==> src/fws_pkg.sv <==
`default_nettype none
package fws_pkg;
   // wishbone register byte offsets
   localparam logic [3:0] ADR_CTRL = 4'h0;
   localparam logic [3:0] ADR_ADDR = 4'h4;
   localparam logic [3:0] ADR_WDATA = 4'h8;
   localparam logic [3:0] ADR_STAT = 4'hC;
   // command codes in ctrl[1:0]
   localparam logic [1:0] CMD_NONE = 2'h0;
   localparam logic [1:0] CMD_WRITE = 2'h1;
   localparam logic [1:0] CMD_READ = 2'h2;
   localparam logic [1:0] CMD_POLL = 2'h3;
   localparam int CTRL_HWRST_BIT = 7;
   // status field positions
   localparam int STAT_BUSY_BIT = 8;
   localparam int STAT_DONE_BIT = 9;
   localparam int STAT_FAIL_BIT = 10;
   localparam int STAT_READY_BIT = 11;
   localparam int STAT_ETMR_BIT = 12;
   // status bits on the flash data bus
   localparam int POLL_BIT = 7;
   localparam int TOG1_BIT = 6;
   localparam int TMO_BIT = 5;
   localparam int ETMR_BIT = 3;
   localparam int TOG2_BIT = 2;
   localparam logic [7:0] RESET_CMD = 8'hF0;
   // reset values
   localparam logic [21:0] ADDR_RST = 22'h000000;
   localparam logic [7:0] DATA_RST = 8'h00;
   // timing
   localparam int CLK_NS = 40;
   localparam int T_ACC_NS = 100;
   localparam int T_WP_NS = 50;
   localparam int SYNC_CYC = 2;
   localparam logic [3:0] ACC_CYC =
      4'((T_ACC_NS + CLK_NS - 1) / CLK_NS + SYNC_CYC);
   localparam logic [3:0] WP_CYC = 4'((T_WP_NS + CLK_NS - 1) / CLK_NS);
endpackage
`default_nettype wire

==> src/fws_cyc_if.sv <==
`default_nettype none
interface fws_cyc_if;
   logic req;
   logic we;
   logic [21:0] addr;
   logic [7:0] wdata;
   logic [7:0] rdata;
   logic done;
   modport eng (input req, we, addr, wdata, output rdata, done);
   modport ctl (output req, we, addr, wdata, input rdata, done);
endinterface
`default_nettype wire

==> src/fws_cycle.sv <==
`default_nettype none
module fws_cycle import fws_pkg::*; (
   // clock and reset
   input wire logic clk_i,
   input wire logic rst_i,
   // request side
   fws_cyc_if.eng cyc,
   // flash pins
   output logic [21:0] addr_o,
   output logic [7:0] data_o,
   output logic data_oe_o,
   input wire logic [7:0] data_i,
   output logic ce_n_o,
   output logic oe_n_o,
   output logic we_n_o
);
   typedef enum logic [1:0] {
      C_IDLE = 2'b00, C_SETUP = 2'b01, C_STROBE = 2'b10, C_HOLD = 2'b11
   } fws_cst_e;
   fws_cst_e state, next_state;
   logic [3:0] cnt, next_cnt;
   logic wr, next_wr;
   logic [21:0] next_addr;
   logic [7:0] next_data, rdata, next_rdata;
   logic next_oe, next_ce_n, next_oe_n, next_we_n, done, next_done;
   logic [7:0] d1, d2, d3;

   assign cyc.rdata = rdata;
   assign cyc.done = done;

   always_comb begin
      next_state = state;
      next_cnt = cnt;
      next_wr = wr;
      next_addr = addr_o;
      next_data = data_o;
      next_rdata = rdata;
      next_oe = data_oe_o;
      next_ce_n = ce_n_o;
      next_oe_n = oe_n_o;
      next_we_n = we_n_o;
      next_done = 1'b0;
      case (state)
         C_IDLE: begin
            if (cyc.req) begin
               next_addr = cyc.addr;
               next_data = cyc.wdata;
               next_wr = cyc.we;
               next_oe = cyc.we;
               next_ce_n = 1'b0;
               next_state = C_SETUP;
            end
         end
         C_SETUP: begin
            next_oe_n = wr;
            next_we_n = ~wr;
            next_cnt = wr ? WP_CYC : ACC_CYC;
            next_state = C_STROBE;
         end
         C_STROBE: begin
            if (cnt > 4'h1) begin
               next_cnt = cnt - 4'h1;
            end else if (wr || d2 == d3) begin
               // sample only once two sync stages agree
               next_rdata = wr ? rdata : d3;
               next_oe_n = 1'b1;
               next_we_n = 1'b1;
               next_state = C_HOLD;
            end
         end
         C_HOLD: begin
            // raising chip enable and releasing the data bus closes the cycle
            next_ce_n = 1'b1;
            next_oe = 1'b0;
            next_done = 1'b1;
            next_state = C_IDLE;
         end
         default: next_state = C_IDLE;
      endcase
   end

   always_ff @(posedge clk_i) begin
      d1 <= data_i;
      d2 <= d1;
      d3 <= d2;
      if (rst_i) begin
         state <= C_IDLE;
         cnt <= 4'h0;
         wr <= 1'b0;
         addr_o <= ADDR_RST;
         data_o <= DATA_RST;
         rdata <= DATA_RST;
         data_oe_o <= 1'b0;
         ce_n_o <= 1'b1;
         oe_n_o <= 1'b1;
         we_n_o <= 1'b1;
         done <= 1'b0;
      end else begin
         state <= next_state;
         cnt <= next_cnt;
         wr <= next_wr;
         addr_o <= next_addr;
         data_o <= next_data;
         rdata <= next_rdata;
         data_oe_o <= next_oe;
         ce_n_o <= next_ce_n;
         oe_n_o <= next_oe_n;
         we_n_o <= next_we_n;
         done <= next_done;
      end
   end
endmodule
`default_nettype wire

==> src/fws_host.sv <==
`default_nettype none
module fws_host import fws_pkg::*; (
   // clock and reset
   input wire logic clk_i,
   input wire logic rst_i,
   // wishbone slave
   input wire logic wb_cyc_i,
   input wire logic wb_stb_i,
   input wire logic wb_we_i,
   input wire logic [3:0] wb_adr_i,
   input wire logic [3:0] wb_sel_i,
   input wire logic [31:0] wb_dat_i,
   output logic [31:0] wb_dat_o,
   output logic wb_ack_o,
   // flash pins
   output logic [21:0] flash_addr_o,
   output logic [7:0] flash_data_o,
   output logic flash_data_oe_o,
   input wire logic [7:0] flash_data_i,
   output logic flash_ce_n_o,
   output logic flash_oe_n_o,
   output logic flash_we_n_o,
   output logic flash_reset_n_o,
   input wire logic ready_busy_i
);
   typedef enum logic [2:0] {
      S_IDLE = 3'b000, S_SINGLE = 3'b001, S_RD1 = 3'b010, S_RD2 = 3'b011,
      S_RD3 = 3'b100, S_RD4 = 3'b101, S_FINAL = 3'b110, S_RST = 3'b111
   } fws_st_e;
   fws_st_e state, next_state;
   fws_cyc_if cyc ();
   logic req, next_req, we, next_we;
   logic [7:0] first, next_first, last, next_last, wd, next_wd;
   logic [21:0] addr, next_addr;
   logic done, next_done, fail, next_fail, hwrst, next_hwrst;
   logic ack, next_ack;
   logic reset_n;
   logic [31:0] dat, next_dat;
   logic rb1, rb2, rb3, ready, next_ready;
   logic wr_hit;

   assign cyc.req = req;
   assign cyc.we = we;
   assign cyc.addr = addr;
   assign cyc.wdata = we ? wd : DATA_RST;
   assign wb_ack_o = ack;
   assign wb_dat_o = dat;
   assign flash_reset_n_o = reset_n;
   assign wr_hit = wb_cyc_i & wb_stb_i & wb_we_i & ~ack & wb_sel_i[0];

   fws_cycle u_cycle (
      .clk_i(clk_i),
      .rst_i(rst_i),
      .cyc(cyc),
      .addr_o(flash_addr_o),
      .data_o(flash_data_o),
      .data_oe_o(flash_data_oe_o),
      .data_i(flash_data_i),
      .ce_n_o(flash_ce_n_o),
      .oe_n_o(flash_oe_n_o),
      .we_n_o(flash_we_n_o)
   );

   // register bus and ready/busy sync
   always_comb begin
      next_ack = wb_cyc_i & wb_stb_i & ~ack;
      next_dat = 32'h00000000;
      next_hwrst = hwrst;
      next_addr = addr;
      next_wd = wd;
      // ready only changes once the last two stages agree
      next_ready = (rb2 == rb3) ? rb3 : ready;
      if (wb_cyc_i && wb_stb_i && !ack && !wb_we_i) begin
         case (wb_adr_i)
            ADR_CTRL: next_dat[CTRL_HWRST_BIT] = hwrst;
            ADR_ADDR: next_dat[21:0] = addr;
            ADR_WDATA: next_dat[7:0] = wd;
            ADR_STAT: begin
               next_dat[7:0] = last;
               next_dat[STAT_BUSY_BIT] = state != S_IDLE;
               next_dat[STAT_DONE_BIT] = done;
               next_dat[STAT_FAIL_BIT] = fail;
               next_dat[STAT_READY_BIT] = ready;
               next_dat[STAT_ETMR_BIT] = last[ETMR_BIT];
            end
            default: next_dat = 32'h00000000;
         endcase
      end
      // address and data are locked while a command runs
      if (wr_hit && state == S_IDLE) begin
         case (wb_adr_i)
            ADR_CTRL: next_hwrst = wb_dat_i[CTRL_HWRST_BIT];
            ADR_ADDR: next_addr = wb_dat_i[21:0];
            ADR_WDATA: next_wd = wb_dat_i[7:0];
            default: next_wd = wd;
         endcase
      end
   end

   // command sequencer
   always_comb begin
      next_state = state;
      next_req = 1'b0;
      next_we = we;
      next_first = first;
      next_last = last;
      next_done = done;
      next_fail = fail;
      case (state)
         S_IDLE: begin
            if (wr_hit && wb_adr_i == ADR_CTRL && !hwrst &&
                wb_dat_i[1:0] != CMD_NONE) begin
               next_done = 1'b0;
               next_fail = 1'b0;
               next_req = 1'b1;
               next_we = wb_dat_i[1:0] == CMD_WRITE;
               // a new poll always begins with the full two-read check
               next_state = (wb_dat_i[1:0] == CMD_POLL) ?
                  S_RD1 : S_SINGLE;
            end
         end
         S_SINGLE: begin
            if (cyc.done) begin
               next_last = we ? last : cyc.rdata;
               next_done = 1'b1;
               next_state = S_IDLE;
            end
         end
         S_RD1, S_RD3: begin
            if (cyc.done) begin
               next_first = cyc.rdata;
               next_last = cyc.rdata;
               next_req = 1'b1;
               next_state = (state == S_RD1) ? S_RD2 : S_RD4;
            end
         end
         S_RD2: begin
            if (cyc.done) begin
               next_last = cyc.rdata;
               next_req = 1'b1;
               if (cyc.rdata[TOG1_BIT] == first[TOG1_BIT]) begin
                  next_state = S_FINAL;
               end else if (cyc.rdata[TMO_BIT]) begin
                  next_state = S_RD3;
               end else begin
                  next_state = S_RD1;
               end
            end
         end
         S_RD4: begin
            if (cyc.done) begin
               next_last = cyc.rdata;
               next_req = 1'b1;
               if (cyc.rdata[TOG1_BIT] == first[TOG1_BIT]) begin
                  next_state = S_FINAL;
               end else begin
                  next_fail = 1'b1;
                  next_we = 1'b1;
                  next_state = S_RST;
               end
            end
         end
         S_FINAL: begin
            // toggling stopped, so this read returns array data, or the suspend status byte while the device is suspended
            if (cyc.done) begin
               next_last = cyc.rdata;
               next_done = 1'b1;
               next_state = S_IDLE;
            end
         end
         S_RST: begin
            if (cyc.done) begin
               next_done = 1'b1;
               next_state = S_IDLE;
            end
         end
         default: next_state = S_IDLE;
      endcase
   end

   // the reset command goes out as write data with no sequencer copy
   always_ff @(posedge clk_i) begin
      rb1 <= ready_busy_i;
      rb2 <= rb1;
      rb3 <= rb2;
      if (rst_i) begin
         state <= S_IDLE;
         req <= 1'b0;
         we <= 1'b0;
         first <= DATA_RST;
         last <= DATA_RST;
         wd <= DATA_RST;
         addr <= ADDR_RST;
         done <= 1'b0;
         fail <= 1'b0;
         hwrst <= 1'b0;
         ack <= 1'b0;
         reset_n <= 1'b1;
         dat <= 32'h00000000;
         ready <= 1'b1;
      end else begin
         state <= next_state;
         req <= next_req;
         we <= next_we;
         first <= next_first;
         last <= next_last;
         wd <= (next_state == S_RST) ? RESET_CMD : next_wd;
         addr <= next_addr;
         done <= next_done;
         fail <= next_fail;
         hwrst <= next_hwrst;
         ack <= next_ack;
         reset_n <= ~next_hwrst;
         dat <= next_dat;
         ready <= next_ready;
      end
   end
endmodule
`default_nettype wire

==> config.mk <==
export PLATFORM = sky130hd
export DESIGN_NAME = fws_host
export DESIGN_NICKNAME = d
export VERILOG_FILES = /design/src/fws_pkg.sv /design/src/fws_cyc_if.sv /design/src/fws_cycle.sv /design/src/fws_host.sv
export SDC_FILE = /design/constraint.sdc
export NUM_CORES = 1
export LEC_CHECK = 0
export BUFFER_PORTS_ARGS = -buffer_cell sky130_fd_sc_hd__buf_4
export CORE_MARGIN = 4
export CORE_UTILIZATION = 30
export CTS_BUF_LIST = sky130_fd_sc_hd__clkbuf_16
export DETAILED_ROUTE_END_ITERATION = 10
export PLACE_DENSITY = 0.53
export SETUP_SLACK_MARGIN = 0.4
export SYNTH_ARGS = -nofsm -noshare
export SYNTH_HDL_FRONTEND = slang
export SYNTH_SLANG_ARGS = --single-unit
==> constraint.sdc <==
create_clock -name clk_i -period 2.04 [get_ports clk_i]
set_input_delay 0.204 -clock clk_i [delete_from_list [all_inputs] [get_ports clk_i]]
set_output_delay 0.204 -clock clk_i [all_outputs]
set_load 0.05 [all_outputs]
==> run_results.csv, run 1 <==
group,metric,value,unit
setup_path,start_kind,"flip-flop",
floorplanning,placementRows,48,
detailed_routing,drt_pass1_iterations,4,
logic_synthesis,syn_area_per_cell,9.331,sq um
finish,fillCellCount,1691,
setup_path,crit_required,2300,ps
logic_synthesis,ys.flop_type,"dfxtp_1",
finish,final_common_cell,"dfxtp_1",
floorplanning,pin_count,122,
floorplanning,dieArea,0.02029,sq mm
finish,nets,758,
finish,design_area,0.007303,sq mm
setup_path,criticalPathCategory,"reg2reg",
clock_network,clock_latency,410,ps
global_routing,grt_pass1_wl,22140,microns
detailed_routing,wl,14200,microns
floorplanning,initial_core_util,0.3102,
power,p_per_area,918.1,mW/mm^2
finish,syn2layout_area_growth,34.71,%
setup_path,worst_path_largest_cell_delay,370,ps
power,peakVddDrop,0.0005688,V
logic_synthesis,synth_cell_types,46,
timing,max_slew_margin,0.2887,
timing,finalHoldViolations,0,
logic_synthesis,ys_ff_latch,149,
clock_network,cts_tree,"yes",
detailed_routing,drc,0,
placement,hpwl,9784,microns
placement,post-place-cells,889,
clock_network,htreeDepth,4,
global_routing,grt_pass1_vias,4283,
setup_path,path_max_fanout,8,
global_routing,grt_max_degree,103,
timing,period_minus_slack,1688,ps
global_routing,overflow,0,
setup_path,r2r_setup_slack,350,ps
setup_path,crit_chain,"inv_4, ha_4, nor2_2, or3_4, nor4_4, buf_6, mux2i_1, nor2_1",
detailed_routing,vias_per_cell,4.624,
setup_path,r2r_end,"u_cycle.cyc.rdata[2]",
placement,place_area,0.006435,sq mm
timing,setup_tns,0,ps
finish,fin_util,0.4179,
finish,multi_input_area,0.002379,sq mm
detailed_routing,vias,4328,
power,p_leak,2.963,nW
timing,finalSetupViolCount,0,
finish,layout_common_cells,"dfxtp_1, buf_4, nand2_1, a21oi_1, nor2_1",
placement,place_ws,166.1,ps
detailed_routing,detail_route.wl_per_cell,15.17,microns
timing,timing.final.ws_setup,351.9,ps
finish,num_antenna_cells,0,
logic_synthesis,synthCells,581,
detailed_routing,drtAntennaViolNets,0,
finish,drive_gt1_frac,0.2672,
floorplanning,core_area,0.01748,sq mm
timing,tightest_slew,1067,ps
power,total_power,6.705,mW
setup_path,cp-end-kind,"flip-flop",
finish,seq_area,0.002990,sq mm
clock_network,clkSinkCount,149,
timing,rsz0062_at_grt,"yes",
logic_synthesis,ys_seq_area_frac,0.5502,
logic_synthesis,synth-async-reset-ratio,0,
global_routing,antenna_found_initial,0,
clock_network,path_clk_slew,60,ps
setup_path,rr_worst_depth,8,
logic_synthesis,yosysWarnings,0,
placement,port_buffers,98,
setup_path,r2r-start,"u_cycle.cnt[0]",
logic_synthesis,netlist_area,0.005421,sq mm
floorplanning,dieWidth,142.4,microns
detailed_routing,drtIter0Drc,275,
timing,fin_worst_skew,6.237,ps
setup_path,critPathArrivalTime,1950,ps
hold_path,min_path_type,"in2reg",
clock_network,cts_root_buf,"clkbuf_16",
timing,min_period_over_period,0.8275,
timing,max_freq,0.5924,GHz
setup_path,startpoint,"u_cycle.cnt[0]",
timing,maxSlewViolCount,0,
job,cap_violations,0,
placement,routabilityCongestion,0.7503,
setup_path,cpMaxStageDelayCell,"dfxtp_4",
floorplanning,die_h,142.4,microns
timing,hold_ws,46.06,ps
logic_synthesis,synth_edf_count,0,
outcome,status,"completed",
finish,final_cells,936,
clock_network,max-clock-path-buffers,2,
setup_path,crit_path_end,"u_cycle.cyc.rdata[2]",
global_routing,gr-usage-all-layers,0.1393,
hold_path,whs_path_depth,3,
clock_network,numCtsBuffers,17,
==> kinds of logic after synthesis <==
logic type               after synthesis  share of synthesized area
AO/OA/AOI/OAI                         97                     0.1062
AND/OR/NAND/NOR                      231                     0.1936
adder cells (fa/ha/maj)                6                    0.01385
other                                  1                  0.0006917
multiplexers                          41                    0.07962
flip-flops                           149                     0.5502
buffers and inverters                 46                    0.03969
XOR/XNOR                              10                    0.01616
==> Yosys cell counts (9+ instances only) <==
library cell / count / share of area
dfxtp_1: 149 / 0.55
nand2_1: 107 / 0.074
a21oi_1: 67 / 0.062
nor2_1: 52 / 0.036
mux2i_1: 33 / 0.061
clkbuf_1: 24 / 0.017
nand3_1: 15 / 0.014
nor3_1: 12 / 0.011
and2_1: 11 / 0.013
buf_4: 10 / 0.014
a22oi_1: 9 / 0.012
nand2b_1: 9 / 0.010
xnor2_1: 9 / 0.015
==> how the worst min path moves through the flow <==
stage | from | to | slack (ps)
floorplan | ready_busy_i | rb1 | 230
global placement | flash_data_i[0] | u_cycle.d1[0] | 310
detailed placement | flash_data_i[6] | u_cycle.d1[6] | 310
CTS | wb_dat_i[20] | addr[20] | 30
global route | wb_dat_i[8] | addr[8] | 40
finish | wb_dat_i[8] | addr[8] | 50
==> final cells by class <==
class | count | share of cell area
multi-input cells | 396 | 0.3257
well taps | 225 | 0.03855
clock buffers | 17 | 0.05825
flip-flops and latches | 149 | 0.4095
repair buffers | 130 | 0.1415
clock inverters | 15 | 0.02381
inverters | 4 | 0.002741
==> power breakdown <==
group | total [mW] | internal, mW | leakage, nW | switching [mW]
sequential | 3.02 | 2.98 | 1.21 | 0.0494
combinational | 0.517 | 0.227 | 1.45 | 0.290
clock | 3.16 | 1.93 | 0.296 | 1.23
==> registers in the layout, indices dropped and copies added, names as in the netlist, 8 cells and up <==
register and flops:
u_cycle.cyc.rdata 8, wd 8, u_cycle.data_o 8, u_cycle.d2 8, last 8, u_cycle.d3 8, u_cycle.d1 8, addr 22
u_cycle.addr_o 22, wb_dat_o 22
==> worst max-delay path: cells and delay by family (launching register included) <==
kind / cells / cell delay (ps)
fa+ha+maj: 1 / 120
buf+inv: 2 / 250
flops: 1 / 370
mux: 1 / 200
simple gates: 4 / 610
==> repair_timing <==
action / CTS / global route
hold endpoints to repair: 9 / 0
pin swaps: 3 / 3
hold buffers: 9 / 0
gates resized for setup: 11 / 17
setup buffers: 3 / 2
gates cloned: 0 / 1
setup endpoints to repair: 54 / 82
==> routing by layer <==
| layer | vias up | part of all wire | GRT usage |
|---|---|---|---|
| met5 | - | 0 | 0 |
| met4 | 0 | 0.010 | 0.04852 |
| met3 | 10 | 0.051 | 0.03797 |
| met2 | 106 | 0.50 | 0.2385 |
| met1 | 2034 | 0.44 | 0.1687 |
| li1 | 2178 | - | - |
No activity file was read; power rests on OpenSTA's default activity.
==> inputs of run 2 (changes only) <==
==> constraint.sdc (replaced) <==
create_clock -name clk_i -period 1.7 [get_ports clk_i]
set_input_delay 0.17 -clock clk_i [delete_from_list [all_inputs] [get_ports clk_i]]
set_output_delay 0.17 -clock clk_i [all_outputs]
set_load 0.05 [all_outputs]
==> run 2 against run 1 <==
  * Die area stayed put
  * Sequential cell count stayed put
  * Global-route usage is 1.6 points higher
  * Critical path type unchanged
  * Largest cell class unchanged
==> run_results.csv, run 2 (same netlist as run 1, synthesis figures left out) <==
group,metric,value,unit
detailed_routing,vias_per_cell,4.706,
global_routing,overflow,0,
power,power_frac_comb,0.091,
floorplanning,placementRows,48,
power,pwr-share-seq,0.443,
finish,seq_area,0.003009,sq mm
detailed_routing,drtAntennaViolNets,0,
timing,max_freq,0.5952,GHz
floorplanning,pin_count,122,
finish,fillCellCount,1671,
floorplanning,dieArea,0.02029,sq mm
floorplanning,initial_core_util,0.3102,
setup_path,cp-end-kind,"flip-flop",
placement,hpwl,10050,microns
clock_network,htreeDepth,4,
floorplanning,die_h,142.4,microns
setup_path,critPathBufInv,2,
outcome,status,"completed",
setup_path,rr_worst_depth,8,
detailed_routing,detail_route.wl_per_cell,16.32,microns
power,p_per_area,1014,mW/mm^2
hold_path,min_path_type,"in2reg",
clock_network,path_clk_slew,60,ps
timing,setup_tns,0,ps
setup_path,worst_path_largest_cell_delay,350,ps
clock_network,cts_tree,"yes",
detailed_routing,drtIter0Drc,253,
detailed_routing,drt_pass1_iterations,7,
setup_path,path_max_fanout,8,
setup_path,criticalPathCategory,"reg2reg",
clock_network,max-clock-path-buffers,2,
hold_path,hold_end,"addr[10]",
placement,routabilityCongestion,0.7834,
global_routing,grt_pass1_wl,24590,microns
finish,layout_common_cells,"dfxtp_1, buf_4, nand2_1, a21oi_1, nor2_1",
global_routing,antenna_found_initial,1,
timing,maxSlewViolCount,0,
setup_path,critPathArrivalTime,1970,ps
setup_path,cpMaxStageDelayCell,"or3_4",
power,internal_power,6.234,mW
finish,final_cells,969,
global_routing,grt_max_degree,103,
clock_network,clkSinkCount,149,
clock_network,numCtsBuffers,17,
job,cap_violations,0,
power,pwr-share-clk,0.467,
finish,final_common_cell,"dfxtp_1",
finish,multi_input_area,0.002719,sq mm
timing,finalHoldViolations,0,
detailed_routing,drc,0,
finish,syn2layout_area_growth,49.07,%
setup_path,path_delay_family,"simple AND/OR/NAND/NOR gates",
power,p_sw,1.962,mW
floorplanning,core_area,0.01748,sq mm
global_routing,gr-usage-all-layers,0.1553,
finish,nets,790,
timing,tightest_slew,550.8,ps
clock_network,clock_latency,420,ps
timing,max_slew_margin,0.6328,
detailed_routing,vias,4560,
setup_path,crit_chain,"inv_4, ha_4, nor2_2, or3_4, nor4_4, buf_12, mux2i_1, nor2_1",
clock_network,cts_root_buf,"clkbuf_16",
floorplanning,dieWidth,142.4,microns
finish,drive_gt1_frac,0.3701,
timing,hold_ws,9.533,ps
timing,finalSetupViolCount,0,
setup_path,start_kind,"flip-flop",
power,switching_share,0.2394,
hold_path,hp-start,"wb_dat_i[10]",
placement,port_buffers,98,
placement,post-place-cells,896,
hold_path,whs_path_depth,3,
timing,period_minus_slack,1680,ps
detailed_routing,wl,15820,microns
placement,place_ws,-0.5885,ps
timing,min_period_over_period,0.9883,
timing,timing.final.ws_setup,19.93,ps
setup_path,r2r_end,"u_cycle.cyc.rdata[7]",
global_routing,grt_pass1_vias,4593,
timing,rsz0062_at_grt,"yes",
setup_path,r2r-start,"u_cycle.cnt[1]",
power,peakVddDrop,0.0007106,V
power,p_leak,3.216,nW
setup_path,crit_required,1990,ps
power,total_power,8.196,mW
setup_path,r2r_setup_slack,20,ps
timing,fin_worst_skew,9.783,ps
## run 2: cell count changes in the layout (fill, tap and decap cells not counted), sizes merged
cell         before  now
clkinv            6    5
clkinvlp          1    2
diode             0    1
or2               3    6
buf             121  143
clkbuf           17   19
dlygate4sd3       9   14
## run 2: worst min-delay path: cells and delay by family
family | cells | cell delay, ps
buffers and inverters | 1 | 110
and+or+nand+nor | 1 | 50
AOI/OAI and AO/OA | 1 | 50
## run 2: metrics by stage
stage	utilization	cell area (sq um)
after global routing	0.4624	8082
after CTS	0.4495	7856
after detailed placement	0.3821	6678
final	0.4624	8082
after floorplan	-	5688
after global placement	0.3821	6678
## run 2: worst max-delay path by stage
stage                        start  depth (start not counted)                   end  slack (ps)
finish              u_cycle.cnt[1]                          8  u_cycle.cyc.rdata[7]          20
global route        u_cycle.cnt[1]                          8  u_cycle.cyc.rdata[7]         -60
CTS                 u_cycle.cnt[0]                          8  u_cycle.cyc.rdata[7]          20
detailed placement  u_cycle.cnt[0]                          7        u_cycle.cnt[3]        -0.6
global placement          wb_ack_o                          6          wb_dat_o[18]          20
floorplan           u_cycle.cnt[1]                          7  u_cycle.cyc.rdata[1]         -50
## run 2: layout make-up
class | instances | area share
Sequential cell | 149 | 0.3723
Clock buffer | 17 | 0.05264
Timing Repair Buffer | 159 | 0.1782
Clock inverter | 15 | 0.02214
Antenna cell | 1 | 0.0003096
Tap cell | 225 | 0.03484
Multi-Input combinational cell | 399 | 0.3364
Inverter | 4 | 0.003096
## run 2: power by group through the flow
stage	Combinational (mW)	Clock, mW	Sequential, mW
2_1_floorplan	0.391	0	3.72
3_3_place_gp	0.586	0	3.69
3_5_place_dp	0.607	0	3.69
4_1_cts	0.708	3.92	3.62
5_1_grt	0.798	4.08	3.64
6_report	0.743	3.82	3.63
## run 2: per-layer routing
layer,part of all wire,global-route usage,vias up,wire [microns]
met5,0,0,-,0
met3,0.052,0.04032,12,815
met4,0.010,0.04852,0,160
li1,-,-,2251,-
met1,0.46,0.2073,2165,7284
met2,0.48,0.2475,132,7555
## run 2: repair_timing
item                                    CTS  global route
endpoints found under the hold margin    14             0
cloned                                    9             2
hold buffers                             14             0
gates resized for setup                  62            42
pin swaps                                20            21
setup buffers                            11             4
endpoints found under the setup margin  114           113
==> inputs of run 3 (changes only) <==
--- a/config.mk
+++ b/config.mk
@@ -6,11 +6,13 @@
 export NUM_CORES = 1
 export LEC_CHECK = 0
 export BUFFER_PORTS_ARGS = -buffer_cell sky130_fd_sc_hd__buf_4
+export CELL_PAD_IN_SITES_DETAIL_PLACEMENT = 0
+export CELL_PAD_IN_SITES_GLOBAL_PLACEMENT = 1
 export CORE_MARGIN = 4
 export CORE_UTILIZATION = 30
 export CTS_BUF_LIST = sky130_fd_sc_hd__clkbuf_16
 export DETAILED_ROUTE_END_ITERATION = 10
-export PLACE_DENSITY = 0.53
+export PLACE_DENSITY = 0.66
 export SETUP_SLACK_MARGIN = 0.4
 export SYNTH_ARGS = -nofsm -noshare
 export SYNTH_HDL_FRONTEND = slang
==> run 3 against run 2 <==
  * Largest cell class unchanged
  * Total power is 3.4% higher
  * Highest routed layer unchanged
  * Cell count is 2.6% higher
  * Clock power is 2% higher
  * Clock skew is 0.57 ps lower
==> run_results.csv, run 3 (same netlist as run 1, synthesis figures left out) <==
group,metric,value,unit
setup_path,start_kind,"flip-flop",
global_routing,gr-usage-all-layers,0.1606,
placement,port_buffers,98,
detailed_routing,vias_per_cell,4.672,
finish,final_common_cell,"dfxtp_1",
detailed_routing,drt_pass1_iterations,4,
floorplanning,dieWidth,142.4,microns
finish,layout_common_cells,"dfxtp_1, buf_4, a21oi_1, nand2_1, nand2_2",
clock_network,path_clk_slew,60,ps
setup_path,r2r_setup_slack,4,ps
setup_path,cp-end-kind,"flip-flop",
detailed_routing,wl,16260,microns
clock_network,numCtsBuffers,17,
timing,finalHoldViolations,0,
finish,design_area,0.008551,sq mm
clock_network,htreeDepth,4,
setup_path,critPathArrivalTime,1990,ps
global_routing,antenna_found_initial,0,
global_routing,grt_max_degree,103,
timing,rsz0062_at_grt,"yes",
hold_path,min_path_type,"in2reg",
global_routing,overflow,0,
detailed_routing,drc,0,
timing,min_period_over_period,0.9977,
timing,finalSetupViolCount,0,
timing,setup_tns,0,ps
finish,num_antenna_cells,0,
timing,maxSlewViolCount,0,
clock_network,cts_tree,"yes",
floorplanning,pin_count,122,
floorplanning,die_h,142.4,microns
job,cap_violations,0,
finish,nets,816,
finish,drive_gt1_frac,0.4291,
clock_network,clock_latency,420,ps
placement,hpwl,10050,microns
finish,syn2layout_area_growth,57.72,%
clock_network,clkSinkCount,149,
timing,max_slew_margin,0.6662,
floorplanning,dieArea,0.02029,sq mm
finish,final_cells,994,
floorplanning,core_area,0.01748,sq mm
setup_path,path_max_fanout,8,
clock_network,max-clock-path-buffers,2,
global_routing,grt_pass1_wl,25060,microns
timing,fin_worst_skew,9.211,ps
power,p_leak,3.429,nW
timing,tightest_slew,500.7,ps
placement,post-place-cells,897,
timing,max_freq,0.5896,GHz
placement,routabilityCongestion,0.8025,
global_routing,grt_pass1_vias,4651,
clock_network,cts_root_buf,"clkbuf_16",
finish,fin_util,0.4893,
detailed_routing,drtIter0Drc,168,
floorplanning,placementRows,48,
placement,place_area,0.006685,sq mm
detailed_routing,vias,4644,
detailed_routing,drtAntennaViolNets,0,
outcome,status,"completed",
timing,period_minus_slack,1696,ps
power,total_power,8.474,mW
setup_path,crit_required,1990,ps
floorplanning,initial_core_util,0.3102,
setup_path,criticalPathCategory,"reg2reg",
power,p_per_area,991.0,mW/mm^2
detailed_routing,detail_route.wl_per_cell,16.36,microns
power,peakVddDrop,0.0006920,V
[run 3: cell types whose count changed in the layout (fill, tap and decap cells not counted), sizes merged]
cell,before,now
buf,143,160
clkbuf,19,17
clkinv,5,4
clkinvlp,2,3
diode,1,0
dlygate4sd3,14,25
[run 3: area by class of cell]
cell class,instances,area (sq um)
Clock buffer,17,425.4
Clock inverter,15,196.4
Fill cell,1590,8926
Inverter,4,20.02
Multi-Input combinational cell,399,2848
Sequential cell,149,3004
Tap cell,225,281.5
Timing Repair Buffer,185,1775
[run 3: critical path, stage by stage, from the launching register on]
cell     delay, ps
dfxtp_4        370
inv_4           60
ha_4           130
nor2_4          40
or3_4          350
nor4_4         200
buf_12         180
mux2i_1        180
nor2_1          60
[run 3: metal layers]
layer / vias to the layer above / track usage / share of wire
li1: 2305 / - / -
met1: 2218 / 0.2076 / 0.45
met2: 107 / 0.2678 / 0.49
met3: 14 / 0.03931 / 0.048
met4: 0 / 0.04602 / 0.012
met5: - / 0 / 0
[run 3: path summary, 6_finish.rpt]
path,to,depth (start not counted),from
hold / removal,addr[15],3,wb_dat_i[15]
setup reg to reg,u_cycle.cyc.rdata[7],8,u_cycle.cnt[0]
setup / recovery,u_cycle.cyc.rdata[7],8,u_cycle.cnt[0]
hold reg to reg,u_cycle.d2[3],0,u_cycle.d1[3]
[run 3: what timing repair did]
item / in CTS / in global routing
buffers inserted: 19 / 9
gates cloned: 12 / 0
gates resized for setup: 130 / 26
endpoints found under the setup margin: 113 / 118
endpoints found under the hold margin: 25 / 0
pin swaps: 71 / 24
hold buffers: 25 / 0
[run 3: power by group]
group | total [mW] | switching, mW | internal (mW)
logic | 0.933 | 0.460 | 0.473
registers | 3.63 | 0.0632 | 3.57
clock network | 3.91 | 1.56 | 2.35
[run 3: stage by stage]
step / hold slack (ps) / setup WS (ps)
3_3_place_gp: 274.4 / 38.11
5_1_grt: 8.458 / -92.83
3_5_place_dp: 275.6 / -36.05
4_1_cts: 4.275 / -5.263
6_report: 13.49 / 3.898
2_1_floorplan: 197.7 / -51.95
